===== config.mk =====
export PLATFORM = sky130hd
export DESIGN_NAME = cmon_clock_monitor
export DESIGN_NICKNAME = d
export VERILOG_FILES = /design/src/cmon_pkg.sv /design/src/cmon_clock_monitor.sv /design/src/cmon_edge_sync.sv /design/src/cmon_loss_timer.sv
export SDC_FILE = /design/constraint.sdc
export NUM_CORES = 1
export LEC_CHECK = 0
export ABC_AREA = 0
export BUFFER_PORTS_ARGS = -buffer_cell sky130_fd_sc_hd__buf_2
export CAP_MARGIN = 5
export CORE_MARGIN = 2
export CORE_UTILIZATION = 41
export DETAILED_ROUTE_END_ITERATION = 7
export PLACE_DENSITY = 0.79
export SLEW_MARGIN = 20
export SYNTH_ARGS = -nofsm -noshare
export SYNTH_HDL_FRONTEND = slang
export SYNTH_SLANG_ARGS = --single-unit

===== constraint.sdc =====
create_clock -name ref_clk -period 1.73 [get_ports ref_clk]
set_input_delay 0.173 -clock ref_clk [delete_from_list [all_inputs] [get_ports ref_clk]]
set_output_delay 0.173 -clock ref_clk [all_outputs]
set_load 0.03 [all_outputs]

===== src/cmon_pkg.sv =====
package cmon_pkg;

	// ****************************************
	// mode register layout
	// ****************************************
	localparam int CMON_MODE_W = 8;
	localparam logic [7:0] CMON_MODE_RESET = 8'h00;
	localparam int CMON_MODE_ENABLE_BIT = 0;

	// ****************************************
	// reset cause register layout
	// ****************************************
	localparam int CMON_CAUSE_W = 8;
	localparam logic [7:0] CMON_CAUSE_RESET = 8'h00;
	localparam int CMON_CAUSE_LOWV_BIT = 0;
	localparam int CMON_CAUSE_CLKLOSS_BIT = 1;
	localparam int CMON_CAUSE_WDOG_BIT = 4;

	// ****************************************
	// timing
	// ****************************************
	localparam int CMON_SYNC_STAGES = 2;
	localparam int CMON_LOSS_TIMEOUT_CYCLES = 16;
	localparam int CMON_RST_HOLD_CYCLES = 4;
	// default stabilization select code after reset
	localparam logic [2:0] CMON_STAB_SELECT_RESET = 3'h5;

	typedef enum logic [1:0] {
		CMON_IDLE,
		CMON_WATCH,
		CMON_FIRE
	} cmon_state_e;

endpackage : cmon_pkg


===== src/cmon_clock_monitor.sv =====
`timescale 1ns/10ps
//
// Contract
// - mode register byte and bit writable, reset zero
// - bit zero enables the monitor
// - enable bit sticky until external, internal or own reset
// - own reset clears enable, sets cause flag
// - monitor runs when enabled and not suspended
// - inactive from reset until stabilization ends
// - suspended in STOP and following stabilization
// - suspended while software stops main oscillator
// - suspended while sampling oscillator is stopped
// - runs only in normal operation, input oscillating
// - enable during stabilization defers until end
// - enable after stabilization starts immediately
// - resumes after STOP stabilization automatically
// - resumes after software restart and stabilization
// - internal stop ineffective when configuration forbids
// - watchdog and low voltage set own flag only; power-on clears
// - internal oscillator samples main input, resets
// - cause register clears on reset and read
module cmon_clock_monitor
	import cmon_pkg::*;
#(
	parameter int LOSS_TIMEOUT = CMON_LOSS_TIMEOUT_CYCLES,
	parameter int RST_HOLD = CMON_RST_HOLD_CYCLES
)
(
	// clock and external reset
	input wire logic ref_clk,
	input wire logic rstn,
	// monitored main oscillator input
	input wire logic mainOscInput,
	// mode register access
	input wire logic modeByteWrEn,
	input wire logic [7:0] modeByteWrData,
	input wire logic modeBitWrEn,
	input wire logic [2:0] modeBitWrIdx,
	input wire logic modeBitWrVal,
	output logic [7:0] clockMonitorMode,
	// reset cause register access
	input wire logic causeRdEn,
	output logic [7:0] causeRdData,
	// other reset sources
	input wire logic powerOnClear,
	input wire logic watchdogReset,
	input wire logic lowVoltageReset,
	input wire logic internalReset,
	// suspension conditions
	input wire logic stopMode,
	input wire logic oscStabilizing,
	input wire logic mainOscStopBit,
	input wire logic mainClockCutBit,
	input wire logic internalOscStopBit,
	input wire logic internalOscStopAllowed,
	// status and reset request
	output logic intOscHalted,
	output logic monitorActive,
	output logic clockLossReset
);

	// ****************************************
	// elaboration checks
	// ****************************************
	if (RST_HOLD < 1)
	begin : gBadHold
		$error("cmon_clock_monitor reset hold must be at least one cycle");
	end

	// below eight the synchroniser latency eats most of the window
	if (LOSS_TIMEOUT < 8)
	begin : gBadTimeout
		$error("cmon_clock_monitor loss timeout must be at least eight cycles");
	end

	if (CMON_SYNC_STAGES < 2)
	begin : gBadStages
		$error("cmon_clock_monitor needs at least two synchroniser stages");
	end

	// the register images below are fixed at one byte
	if (CMON_MODE_W != 8 || CMON_CAUSE_W != 8)
	begin : gBadWidth
		$error("cmon_clock_monitor register width must be eight bits");
	end

	if (CMON_MODE_ENABLE_BIT >= 8 || CMON_CAUSE_CLKLOSS_BIT >= 8 || CMON_CAUSE_WDOG_BIT >= 8
		|| CMON_CAUSE_LOWV_BIT >= 8)
	begin : gBadBit
		$error("cmon_clock_monitor bit position outside its register");
	end

	localparam int HW = $clog2(RST_HOLD + 1);

	// ****************************************
	// helpers
	// ****************************************
	// shared by the mode and cause paths
	function automatic logic [7:0] withBitSet(input logic [7:0] image, input int pos);
		logic [7:0] result;
		result = image;
		result[pos] = 1'b1;
		return result;
	endfunction : withBitSet

	// writes of zero never count, so software cannot clear the enable bit
	function automatic logic writeSetsEnable(input logic byteEn, input logic [7:0] byteData, input logic bitEn,
		input logic [2:0] bitIdx, input logic bitVal);
		logic byteSet;
		logic bitSet;
		byteSet = byteEn && byteData[CMON_MODE_ENABLE_BIT];
		bitSet = bitEn && bitIdx == 3'(CMON_MODE_ENABLE_BIT) && bitVal;
		return byteSet || bitSet;
	endfunction : writeSetsEnable

	// ****************************************
	// suspension
	// ****************************************
	logic suspended;
	logic runMonitor;
	logic stabPause;
	logic stopPause;
	logic swStopPause;
	logic intOscPause;

	always_comb
	begin
		intOscHalted = internalOscStopBit & internalOscStopAllowed;
		stabPause = oscStabilizing;
		stopPause = stopMode;
		swStopPause = mainOscStopBit | mainClockCutBit;
		intOscPause = intOscHalted;
		suspended = stabPause | stopPause | swStopPause | intOscPause;
	end

	// ****************************************
	// sampling of the main input
	// ****************************************
	logic edgeSeen;
	logic lossExpired;

	cmon_edge_sync #(
		.STAGES(CMON_SYNC_STAGES)
	) uEdge (
		.ref_clk(ref_clk),
		.rstn(rstn),
		.rawIn(mainOscInput),
		.edgeSeen(edgeSeen)
	);

	cmon_loss_timer #(
		.TIMEOUT(LOSS_TIMEOUT)
	) uTimer (
		.ref_clk(ref_clk),
		.rstn(rstn),
		.run(runMonitor),
		.kick(edgeSeen),
		.expired(lossExpired)
	);

	// ****************************************
	// mode register
	// ****************************************
	logic [7:0] modeQ;
	logic [7:0] modeD;
	logic lossFire;

	// only the enable bit is implemented; other bits read zero
	always_comb
	begin
		modeD = modeQ;
		if (writeSetsEnable(modeByteWrEn, modeByteWrData, modeBitWrEn, modeBitWrIdx, modeBitWrVal))
			modeD = withBitSet(modeD, CMON_MODE_ENABLE_BIT);
		// internal resets win over a write in the same cycle
		if (internalReset || lossFire)
			modeD = CMON_MODE_RESET;
	end

	always_ff @(posedge ref_clk or negedge rstn)
	begin
		if (!rstn)
			modeQ <= CMON_MODE_RESET;
		else
			modeQ <= modeD;
	end

	assign clockMonitorMode = modeQ;

	// ****************************************
	// monitor sequencer
	// ****************************************
	cmon_state_e stateQ;
	cmon_state_e stateD;
	logic [HW-1:0] holdQ;
	logic [HW-1:0] holdD;
	logic enabled;

	always_comb
	begin
		enabled = modeQ[CMON_MODE_ENABLE_BIT];
		runMonitor = (stateQ == CMON_WATCH) && enabled && !suspended && !internalReset;
		lossFire = 1'b0;
		stateD = stateQ;
		holdD = holdQ;
		case (stateQ)
			CMON_IDLE:
			begin
				// enabling mid-stabilization waits here; after it, starts next cycle
				if (enabled && !suspended && !internalReset)
					stateD = CMON_WATCH;
			end
			CMON_WATCH:
			begin
				if (!enabled || suspended || internalReset)
					stateD = CMON_IDLE;
				else if (lossExpired)
				begin
					lossFire = 1'b1;
					holdD = HW'(RST_HOLD - 1);
					stateD = CMON_FIRE;
				end
			end
			CMON_FIRE:
			begin
				// enable was cleared on entry, so idle holds once the request ends
				if (holdQ == '0)
					stateD = CMON_IDLE;
				else
					holdD = holdQ - HW'(1);
			end
			default:
			begin
				stateD = CMON_IDLE;
			end
		endcase
	end

	always_ff @(posedge ref_clk or negedge rstn)
	begin
		if (!rstn)
		begin
			stateQ <= CMON_IDLE;
			holdQ <= '0;
		end
		else
		begin
			stateQ <= stateD;
			holdQ <= holdD;
		end
	end

	// ****************************************
	// status outputs
	// ****************************************
	assign monitorActive = runMonitor;
	assign clockLossReset = (stateQ == CMON_FIRE);

	// ****************************************
	// reset cause register
	// ****************************************
	logic [7:0] causeQ;
	logic [7:0] causeD;
	logic [7:0] rdDataQ;
	logic [7:0] rdDataD;

	// read clears, but a source setting in the same cycle survives
	always_comb
	begin
		causeD = causeQ;
		rdDataD = rdDataQ;
		if (causeRdEn)
		begin
			rdDataD = causeQ;
			causeD = CMON_CAUSE_RESET;
		end
		if (watchdogReset)
			causeD = withBitSet(causeD, CMON_CAUSE_WDOG_BIT);
		if (lowVoltageReset)
			causeD = withBitSet(causeD, CMON_CAUSE_LOWV_BIT);
		if (lossFire)
			causeD = withBitSet(causeD, CMON_CAUSE_CLKLOSS_BIT);
		if (powerOnClear)
			causeD = CMON_CAUSE_RESET;
	end

	always_ff @(posedge ref_clk or negedge rstn)
	begin
		if (!rstn)
		begin
			causeQ <= CMON_CAUSE_RESET;
			rdDataQ <= CMON_CAUSE_RESET;
		end
		else
		begin
			causeQ <= causeD;
			rdDataQ <= rdDataD;
		end
	end

	assign causeRdData = rdDataQ;

endmodule : cmon_clock_monitor


===== src/cmon_edge_sync.sv =====
`timescale 1ns/10ps
module cmon_edge_sync
	import cmon_pkg::*;
#(
	parameter int STAGES = CMON_SYNC_STAGES
)
(
	// clock and reset
	input wire logic ref_clk,
	input wire logic rstn,
	// sampled input
	input wire logic rawIn,
	// edge report
	output logic edgeSeen
);

	if (STAGES < 2)
	begin : gBadStages
		$error("cmon_edge_sync needs at least two stages");
	end

	logic [STAGES-1:0] syncQ;
	logic [STAGES-1:0] syncD;
	logic lastQ;
	logic lastD;
	logic edgeQ;
	logic edgeD;

	// first stage feeds only the second; edges judged past the chain
	always_comb
	begin
		syncD = {syncQ[STAGES-2:0], rawIn};
		lastD = syncQ[STAGES-1];
		edgeD = syncQ[STAGES-1] ^ lastQ;
	end

	always_ff @(posedge ref_clk or negedge rstn)
	begin
		if (!rstn)
		begin
			syncQ <= '0;
			lastQ <= 1'b0;
			edgeQ <= 1'b0;
		end
		else
		begin
			syncQ <= syncD;
			lastQ <= lastD;
			edgeQ <= edgeD;
		end
	end

	assign edgeSeen = edgeQ;

endmodule : cmon_edge_sync


===== src/cmon_loss_timer.sv =====
`timescale 1ns/10ps
module cmon_loss_timer
	import cmon_pkg::*;
#(
	parameter int TIMEOUT = CMON_LOSS_TIMEOUT_CYCLES
)
(
	// clock and reset
	input wire logic ref_clk,
	input wire logic rstn,
	// control
	input wire logic run,
	input wire logic kick,
	// result
	output logic expired
);

	localparam int CW = $clog2(TIMEOUT + 1);

	if (TIMEOUT < 2)
	begin : gBadTimeout
		$error("cmon_loss_timer timeout too short");
	end

	logic [CW-1:0] countQ;
	logic [CW-1:0] countD;
	logic expiredQ;
	logic expiredD;

	// a stalled timer restarts from zero so a resume never inherits stale time
	always_comb
	begin
		countD = countQ;
		expiredD = 1'b0;
		if (!run || kick)
			countD = '0;
		else if (countQ == CW'(TIMEOUT - 1))
		begin
			countD = '0;
			expiredD = 1'b1;
		end
		else
			countD = countQ + CW'(1);
	end

	always_ff @(posedge ref_clk or negedge rstn)
	begin
		if (!rstn)
		begin
			countQ <= '0;
			expiredQ <= 1'b0;
		end
		else
		begin
			countQ <= countD;
			expiredQ <= expiredD;
		end
	end

	assign expired = expiredQ;

endmodule : cmon_loss_timer


Word level (Yosys, flattened, before mapping)
Index checks and enable logic that the tools add are counted.
{"block": "totals", "output_inout_bits": 19, "wordCells": 75, "regBits": 39, "input_bits": 28}
{"block": "classes", "n_reduce_logical": 24, "n_addsub": 2, "bitwise": 6, "mux": 23, "n_eq_ne": 9}
{"operator": "$mux W8", "n": 3}
{"operator": "$mux W5", "n": 3}
{"operator": "$mux W2", "n": 5}
{"operator": "$mux W3", "n": 3}
{"operator": "$logic_and A1 B1 Y1", "n": 8}
{"operator": "$mux W1", "n": 7}
{"operator": "$logic_not A3 Y1", "n": 2}
{"operator": "$ne A2 B2 Y1 const B", "n": 3}
{"operator": "$pmux W2 S3", "n": 1}
{"operator": "$pmux W3 S2", "n": 1}
{"operator": "$add A5 B1 Y5 const B", "n": 1}
{"operator": "$eq A5 B4 Y1 const B", "n": 1}
{"operator": "$logic_or A1 B1 Y1", "n": 5}
{"operator": "$logic_not A1 Y1", "n": 4}
{"operator": "$ne A2 B1 Y1 const B", "n": 2}
{"operator": "$or A1 B1 Y1", "n": 4}
{"operator": "$reduce_and A4 Y1", "n": 1}
{"operator": "$reduce_bool A2 Y1", "n": 2}
{"operator": "$ne A3 B1 Y1 const B", "n": 1}
{"operator": "$reduce_and A3 Y1", "n": 1}
{"operator": "$sub A3 B1 Y3 const B", "n": 1}
{"operator": "$eq A2 B1 Y1 const B", "n": 1}
{"operator": "$eq A2 B2 Y1 const B", "n": 1}
{"operator": "$logic_not A2 Y1", "n": 1}
{"operator": "other kinds (2)", "n": 2}

Depth between registers and ports, before layout
Gate-level depths: netlist (run 1).
{"block": "depth", "ltp_word": 9, "mapped_depth": 5, "ltp_nobuf": 5}

Modules after synthesis
From an unflattened synthesis (run 1), not the netlist that was laid out.
{"block": "hier_totals", "hier_cells": 93, "area_unflattened_um2": 1032.2}
{"mod": "cmon_clock_monitor", "area_each_um2": 671.9, "seq_area_each_um2": 300.3, "instances": 1, "cells_each": 67}
{"mod": "cmon_loss_timer", "area_each_um2": 251.5, "seq_area_each_um2": 150.1, "instances": 1, "cells_each": 21}
{"mod": "cmon_edge_sync", "area_each_um2": 108.9, "seq_area_each_um2": 100.1, "instances": 1, "cells_each": 5}

Worst setup path before layout (run 1)
Ideal clock, no wire load.
{"block": "synth_path", "kind": "reg2out", "from": "register modeQ[0], in the netlist clockMonitorMode[0]", "to": "output port monitorActive", "stages_incl_launch_ff": 3, "required_ns": 1.557, "arrival_time_ns": 1.987, "path_slack_ns": -0.430, "n_path_buf": 0, "cell_sequence": "dfrtp_1 or4b_4 nor4_1"}
{"block": "synth_between", "elab_chain_cells": 3}
{"element": "start: declaration", "line": "cmon_clock_monitor.sv:164", "source": "logic [7:0] modeQ;"}
{"element": "start signal: assignment", "line": "cmon_clock_monitor.sv:184", "source": "modeQ <= modeD;"}
{"element": "$logic_and A1 B1 Y1 (3 in series)", "line": "cmon_clock_monitor.sv:201", "source": "runMonitor = (stateQ == CMON_WATCH) && enabled && !suspended && !internalReset;"}
{"element": "end: declaration", "line": "cmon_clock_monitor.sv:58", "source": "output logic monitorActive,"}
Every way passes these cells.

Worst setup path after layout (run 1)
{"block": "layout_path", "from": "register modeQ[0], in the netlist clockMonitorMode[0]", "to": "register uTimer.countQ[0]"}
{"block": "layout_between", "elab_chain_cells": 6}
{"element": "$logic_and A1 B1 Y1 (3 in series)", "line": "cmon_clock_monitor.sv:201"}
{"element": "$logic_not A1 Y1", "line": "cmon_loss_timer.sv:35", "source": "if (!run || kick)"}
{"element": "$logic_or A1 B1 Y1", "line": "cmon_loss_timer.sv:35"}
{"element": "$mux W5", "line": "cmon_loss_timer.sv:35"}
{"element": "net uTimer.countD[0]", "line": "cmon_loss_timer.sv:26", "source": "logic [CW-1:0] countD;"}
{"element": "end signal: assignment", "line": "cmon_loss_timer.sv:55", "source": "countQ <= countD;"}
{"element": "end: declaration", "line": "cmon_loss_timer.sv:25", "source": "logic [CW-1:0] countQ;"}
The timed path passes the listed nets, and every way through them passes these cells.
A chain may end at the register's enable or synchronous reset.

==> results of run 1 <==
[what timing repair did]
action,CTS,global route
hold buffers,2,0
resized for setup,4,1
pin swaps,3,1
endpoints found under the setup margin,3,9
buffers inserted,2,0
endpoints found under the hold margin,23,0
[per-layer routing]
metal,vias to the layer above,track usage
met5,-,0
met4,0,0.05128
met3,2,0.04444
met2,37,0.2317
met1,347,0.1627
li1,356,-
[power by group through the flow]
stage,Sequential [mW],Combinational [mW],Clock (mW)
CTS,0.537,0.121,0.289
floorplan,0.559,0.0761,0
global placement,0.546,0.111,0
global route,0.538,0.133,0.312
finish,0.536,0.120,0.273
detailed placement,0.547,0.114,0
[logic make-up after synthesis]
kind of cell | Yosys count
AND/OR/NAND/NOR | 31
flip-flops | 22
buffers and inverters | 18
AO/OA/AOI/OAI | 11
adder cells (fa/ha/maj) | 3
XOR/XNOR | 3
multiplexers | 3
other | 1
[flip-flops by register name (all words and copies together), names as in the netlist]
signal and flops:
causeQ 3, causeRdData 3, clockMonitorMode 1, holdQ 3, stateQ 2, uEdge.edgeSeen 1
uEdge.lastQ 1, uEdge.syncQ 2, uTimer.countQ 5, uTimer.expired 1
[layout make-up]
class | count | area, µm² | area share
Sequential cell | 22 | 551.8 | 0.4414
Inverter | 4 | 15.01 | 0.01201
Tap cell | 30 | 37.54 | 0.03003
Clock buffer | 4 | 36.28 | 0.02903
Multi-Input combinational cell | 63 | 432.9 | 0.3463
Timing Repair Buffer | 31 | 176.4 | 0.1411
[placed cells by master (no fill, tap or decap)]
cell / synthesis / layout
ha_1: 3 / 3
nor4b_1: 1 / 1
a21oi_1: 6 / 6
mux2_2: 3 / 3
nand2b_1: 1 / 1
o211a_1: 1 / 1
conb_1: 1 / 12
a31oi_1: 1 / 1
and3_1: 2 / 2
xor2_1: 2 / 2
nor4_4: 0 / 1
clkbuf_8: 0 / 1
or4_4: 0 / 1
dlygate4sd3_1: 0 / 2
dfrtp_1: 22 / 21
a211o_1: 1 / 1
nor2b_1: 3 / 3
buf_6: 0 / 1
or4b_4: 1 / 1
dfrtp_2: 0 / 1
and3b_1: 1 / 1
nand2_1: 6 / 6
nor2_1: 5 / 5
o41ai_1: 1 / 1
or4_1: 2 / 1
inv_1: 4 / 4
and2_1: 1 / 1
buf_4: 12 / 2
or2b_2: 1 / 1
a31o_1: 1 / 1
buf_2: 2 / 26
nand3_1: 2 / 2
clkbuf_4: 0 / 3
nor3_2: 0 / 3
xnor2_1: 1 / 1
nor3b_2: 0 / 1
[metrics by stage]
step	power [mW]	hold WS, ns	setup slack [ns]	cells
global route	0.9833	0.01770	-0.05557	154
CTS	0.9471	0.02665	-0.02114	154
global placement	0.6568	0.1469	0.02232	146
finish	0.9296	0.04305	-0.01050	154
floorplan	0.6349	-0.1226	-0.02983	103
detailed placement	0.6612	0.1544	0.002981	146
[worst max-delay path: cells and delay by family, from the launching register on]
kind / cells / cell delay [ns]
and+or+nand+nor: 3 / 1.17
buffers and inverters: 1 / 0.14
DFF: 1 / 0.37
[how the worst min path moves through the flow]
stage,from,end,slack (ns),depth (start not counted)
after floorplan,rstn,causeQ[0]$_DFF_PN0_,-0.12,0
after detailed placement,rstn,uTimer.countQ[0]$_DFF_PN0_,0.15,1
after global routing,powerOnClear,causeQ[1]$_DFFE_PN0P_,0.02,2
final,powerOnClear,causeQ[1]$_DFFE_PN0P_,0.04,2
after CTS,powerOnClear,causeQ[4]$_DFFE_PN0P_,0.03,2
after global placement,rstn,causeRdData[0]$_DFFE_PN0P_,0.15,1
==> results.md, run 1 <==
* Detail Placement HPWL at 1386 µm
* Max-cap violations at 0
* CP Capture Point: uTimer.countQ[0]$_DFF_PN0_
* RSZ-0062 raised after global routing: yes
* Root Buffer: clkbuf_4
* Final setup viols at 1
* Sequential Power Share at 0.577
* Uppermost routed layer: met4
* Yosys top cell area share at 0.5405
* Worst stage delay on the critical path at roughly 0.5 ns
* PwrDens at around 740 nW/µm²
* First-pass GRT wire length at around 2800 µm
* GRT Total Usage at 0.1375
* WL/cell at about 11 µm
* Clock latency on the worst-skew pair at roughly 0.3 ns
* Count leader, synth: dfrtp_1
* Largest family of logic cells by synthesized area: simple AND/OR/NAND/NOR gates
* Critical Path Start: clockMonitorMode[0]$_DFFE_PN0P_
* Initial antenna violation count at 0
* Adder-Cell Fraction of Synth Area at 0.03686
* Post-synthesis mux area share at 0.03317
* Post-Syn Area at about 1000 µm²
* Vias in the first global route at 679
* Via/cell ratio at just under 5
* Synth Area in Simple Gates at 0.1757
* Largest net degree at the start of global routing at 23
* DRT antenna net count at 0
* WL met3 at around 180 µm
* Worst Setup Slack, final at -0.01050 ns
* CP required at roughly 2.0 ns
* CP max FO at 6
* Core area at about 2400 µm²
* Length of the first detailed-routing pass in iterations at 4
* Die footprint at 2899 µm²
* Worst reg2reg path depth at 4
* Starting density of the core at 0.4226
* Setup TNS at -0.01050 ns
* Synth Instances at just over 90
* Routed WL at between 1500 and 2000 µm
* Critical path type: reg2reg
* Die height at ~54 µm
* Reg-to-Reg Start: clockMonitorMode[0]$_DFFE_PN0P_
* CTS clk-pin slew, worst paths at 0.11 ns
* Io pins at 47
* Crit start category: flop
* RR Endpoint: uTimer.countQ[0]$_DFF_PN0_
* Area contributors post-synth: dfrtp_1, buf_4, ha_1
* CTS HTree Levels at 1
* Register area share after synthesis at 0.5405
* Metal2 WL at ~870 µm
* Slowest cell on crit path: or4b_4
* Status: finished with violations
* Placed cell area at 1154 µm²
* Drc violations at 0
* Final worst path period share at 1.006
* Remaining Overflow, GRT at 0
* Crit end category: flop
* Synth warn at 0
* Failing checks: setup timing
* Crit-path cells: or4b_4 -> buf_6 -> or4_4 -> nor3_2
* Minimum clock period at 1.741 ns
* # fillers at ~210
* Clock share of power at 0.293
* Number of enable flip-flop cells after synthesis at 0
* Ant. Diodes at 0
* Chip Width at about 54 µm
* Final core utilization at 0.5187
* Comb power frac at 0.130
* Arrival @ worst endpoint at just under 2 ns
* Post-Synth XOR/XNOR Area at 0.02580
* Clk buf depth at 2
* Number of buffers added on ports at 27
* FFs w/ async S/R, synth at 1.000
* Final #Nets at approximately 160
* Max IR drop VDD at 0.5423 mV
* Mean Syn Cell Area at between 10 and 15 µm²
* Area leader, netlist: dfrtp_1
* Library cells used by synthesis at 30
* Max Freq at about 0.57 GHz
* Synthesis-to-finish area growth at 22.73%
* Site Rows at 18
* Ys flop type: dfrtp_1
* Synth Area in Compound Gates at 0.07125
* Placer Congestion at between 0.6 and 0.7
* Leak at 0.6328 nW
* CTS tree: built
* Design area at between 1000 and 1500 µm²
* Met1 wire length at 647 µm
* Post-synth top cells: dfrtp_1, buf_4, a21oi_1, nand2_1, nor2_1
* FF+latch count, synth at 22
* Worst hold path class: in2reg
* Sw Ratio at 0.2499
* Final Max Tran Viols at 0
* Share of cells above drive strength 1 at 0.3629
* Number of clock sinks at 22
* Vias post-DR at roughly 740
* Final count of hold timing violations at 0
* R2r setup slk at -0.01 ns
* Internal at 0.6972 mW
* Drt initial violations at 4
* TritonCTS Buffers at 3
* NetSw at approximately 0.23 mW
* Clock skew at about 0.001 ns
No activity file was read; power rests on OpenSTA's default activity.
==> run 2: changes to the inputs <==
==> constraint.sdc (replaced) <==
create_clock -name ref_clk -period 1.73 [get_ports ref_clk]
set_input_delay 0.173 -clock ref_clk [delete_from_list [all_inputs] [get_ports ref_clk]]
set_output_delay 0.173 -clock ref_clk [all_outputs]
set_load 0.05 [all_outputs]
==> run 2 against run 1 <==
Sequential power barely moved. Final cell count rose by 0.65%. Die area did not move. Hold slack got worse by 0.0055 ns. Count of clock-buffer cells in the layout fell by 1. Sequential share of layout area fell by 1.3 points. The run still ends with setup timing left.
==> results.md, run 2 (same netlist as run 1, synthesis figures left out) <==
* Status: finished with violations
* Failing checks: setup timing
* Max Freq at about 0.56 GHz
* Io pins at 47
* Detail Placement HPWL at between 1000 and 1500 µm
* Final Max Tran Viols at 0
* PwrDens at 835.6 nW/µm²
* Critical path type: reg2reg
* Root Buffer: clkbuf_4
* Design area at between 1000 and 1500 µm²
* Crit end category: flop
* Crit start category: flop
* Drc violations at 0
* Reg with most FFs: uTimer.countQ
* Number of buffers added on ports at 27
* Max IR drop VDD at approximately 0.5 mV
* Clock skew at 0.001455 ns
* Minimum clock period at around 1.8 ns
* Hold Slack at roughly 0.038 ns
* Core area at about 2400 µm²
* RSZ-0062 raised after global routing: yes
* Final worst path period share at 1.034
* Final count of hold timing violations at 0
* Ant. Diodes at 0
* Leak at between 0.6 and 0.7 nW
* Site Rows at 18
* Post-Layout Cell Count at 155
* GRT Total Usage at 0.1397
* Sequential cell area at ~550 µm²
* Placer Congestion at about 0.69
* Starting density of the core at 0.4226
* Synthesis-to-finish area growth at 26.54%
* Pre-CTS WS at -0.003110 ns
* Vias in the first global route at 704
* CP required at roughly 1.9 ns
* Chip Width at about 54 µm
* Arrival @ worst endpoint at 1.99 ns
* Most frequent cells in the layout: buf_2, dfrtp_1, conb_1
* Largest net degree at the start of global routing at 23
* Routed WL at 1734 µm
* Final #Nets at approximately 160
* # fillers at between 200 and 250
* Via/cell ratio at between 4 and 5
* DRT antenna net count at 0
* Die height at 53.84 µm
* Max-cap violations at 0
* First-pass GRT wire length at ~2800 µm
* CP max FO at 6
* Commonest non-fill, non-tap cell in the layout: buf_2
* TritonCTS Buffers at 3
* CTS tree: built
* Drt initial violations at 4
* Placed cell area at approximately 1200 µm²
* WL/cell at 11.19 µm
* Worst Setup Slack, final at -0.05830 ns
* Final setup viols at 3
* Share of cells above drive strength 1 at 0.3920
* CTS clk-pin slew, worst paths at roughly 0.12 ns
* Multi-input logic area at 444.2 µm²
* Vias post-DR at approximately 750
* Remaining Overflow, GRT at 0
* Clock latency on the worst-skew pair at approximately 0.30 ns
* Max reg flops at 5
* Clk buf depth at 2
* Cells after DPL at 148
* CTS HTree Levels at 1
* Worst hold path class: in2reg
* Initial antenna violation count at 0
* Length of the first detailed-routing pass in iterations at 2
* Number of clock sinks at 22
* Die footprint at slightly below 3000 µm²
run 2: power breakdown:
| part | leakage, nW | switching (mW) | internal, mW |
|---|---|---|---|
| registers | 0.291 | 0.00668 | 0.530 |
| clock network | 0.0279 | 0.151 | 0.234 |
| logic | 0.327 | 0.115 | 0.0397 |
run 2: final cells by class:
cell class | instances | area share
Clock inverter | 1 | 0.02330
Inverter | 4 | 0.01165
Timing Repair Buffer | 32 | 0.1456
Clock buffer | 3 | 0.01748
Tap cell | 30 | 0.02913
Multi-Input combinational cell | 63 | 0.3447
Sequential cell | 22 | 0.4282
run 2: per-stage QoR:
step / power, mW / TNS, ns / util
finish: 1.077 / -0.1558 / 0.5348
global route: 1.132 / -0.4601 / 0.5348
CTS: 1.090 / -0.1784 / 0.5317
detailed placement: 0.6987 / -0.006211 / 0.4927
global placement: 0.6947 / 0 / 0.4927
floorplan: 0.6701 / -0.6922 / -
run 2: path summary, 6_finish.rpt:
| check | from | end | slack [ns] | depth (start not counted) |
|---|---|---|---|---|
| worst max-delay path | clockMonitorMode[0]$_DFFE_PN0P_ | holdQ[2]$_DFFE_PN0P_ | -0.06 | 4 |
| worst min-delay path | powerOnClear | causeQ[1]$_DFFE_PN0P_ | 0.04 | 2 |
| worst max register to register | clockMonitorMode[0]$_DFFE_PN0P_ | holdQ[2]$_DFFE_PN0P_ | -0.06 | 4 |
| worst min register to register | uEdge.syncQ[0]$_DFF_PN0_ | uEdge.syncQ[1]$_DFF_PN0_ | 0.37 | 0 |
| max in group asynchronous | rstn | clockMonitorMode[0]$_DFFE_PN0P_ | 1.04 | 2 |
| min in group asynchronous | rstn | uTimer.countQ[2]$_DFF_PN0_ | 0.34 | 2 |
run 2: metal layers:
layer | vias up | global-route usage | share of wire
met5 | - | 0 | 0
met4 | 0 | 0.07692 | 0.0058
met3 | 2 | 0.02500 | 0.094
met2 | 36 | 0.2602 | 0.51
met1 | 359 | 0.1459 | 0.39
li1 | 356 | - | -
run 2: timing repair:
| item | in CTS | in global routing |
|---|---|---|
| pin swaps | 1 | 2 |
| hold buffers | 2 | 0 |
| hold endpoints to repair | 23 | 0 |
| endpoints found under the setup margin | 3 | 9 |
| resized for setup | 4 | 2 |
| buffers inserted | 1 | 0 |
run 2: worst max-delay path, stage by stage, from the launching register on:
cell     delay (ns)
dfrtp_2        0.38
or4b_4         0.47
buf_4          0.16
or4_4          0.47
a31o_1         0.21
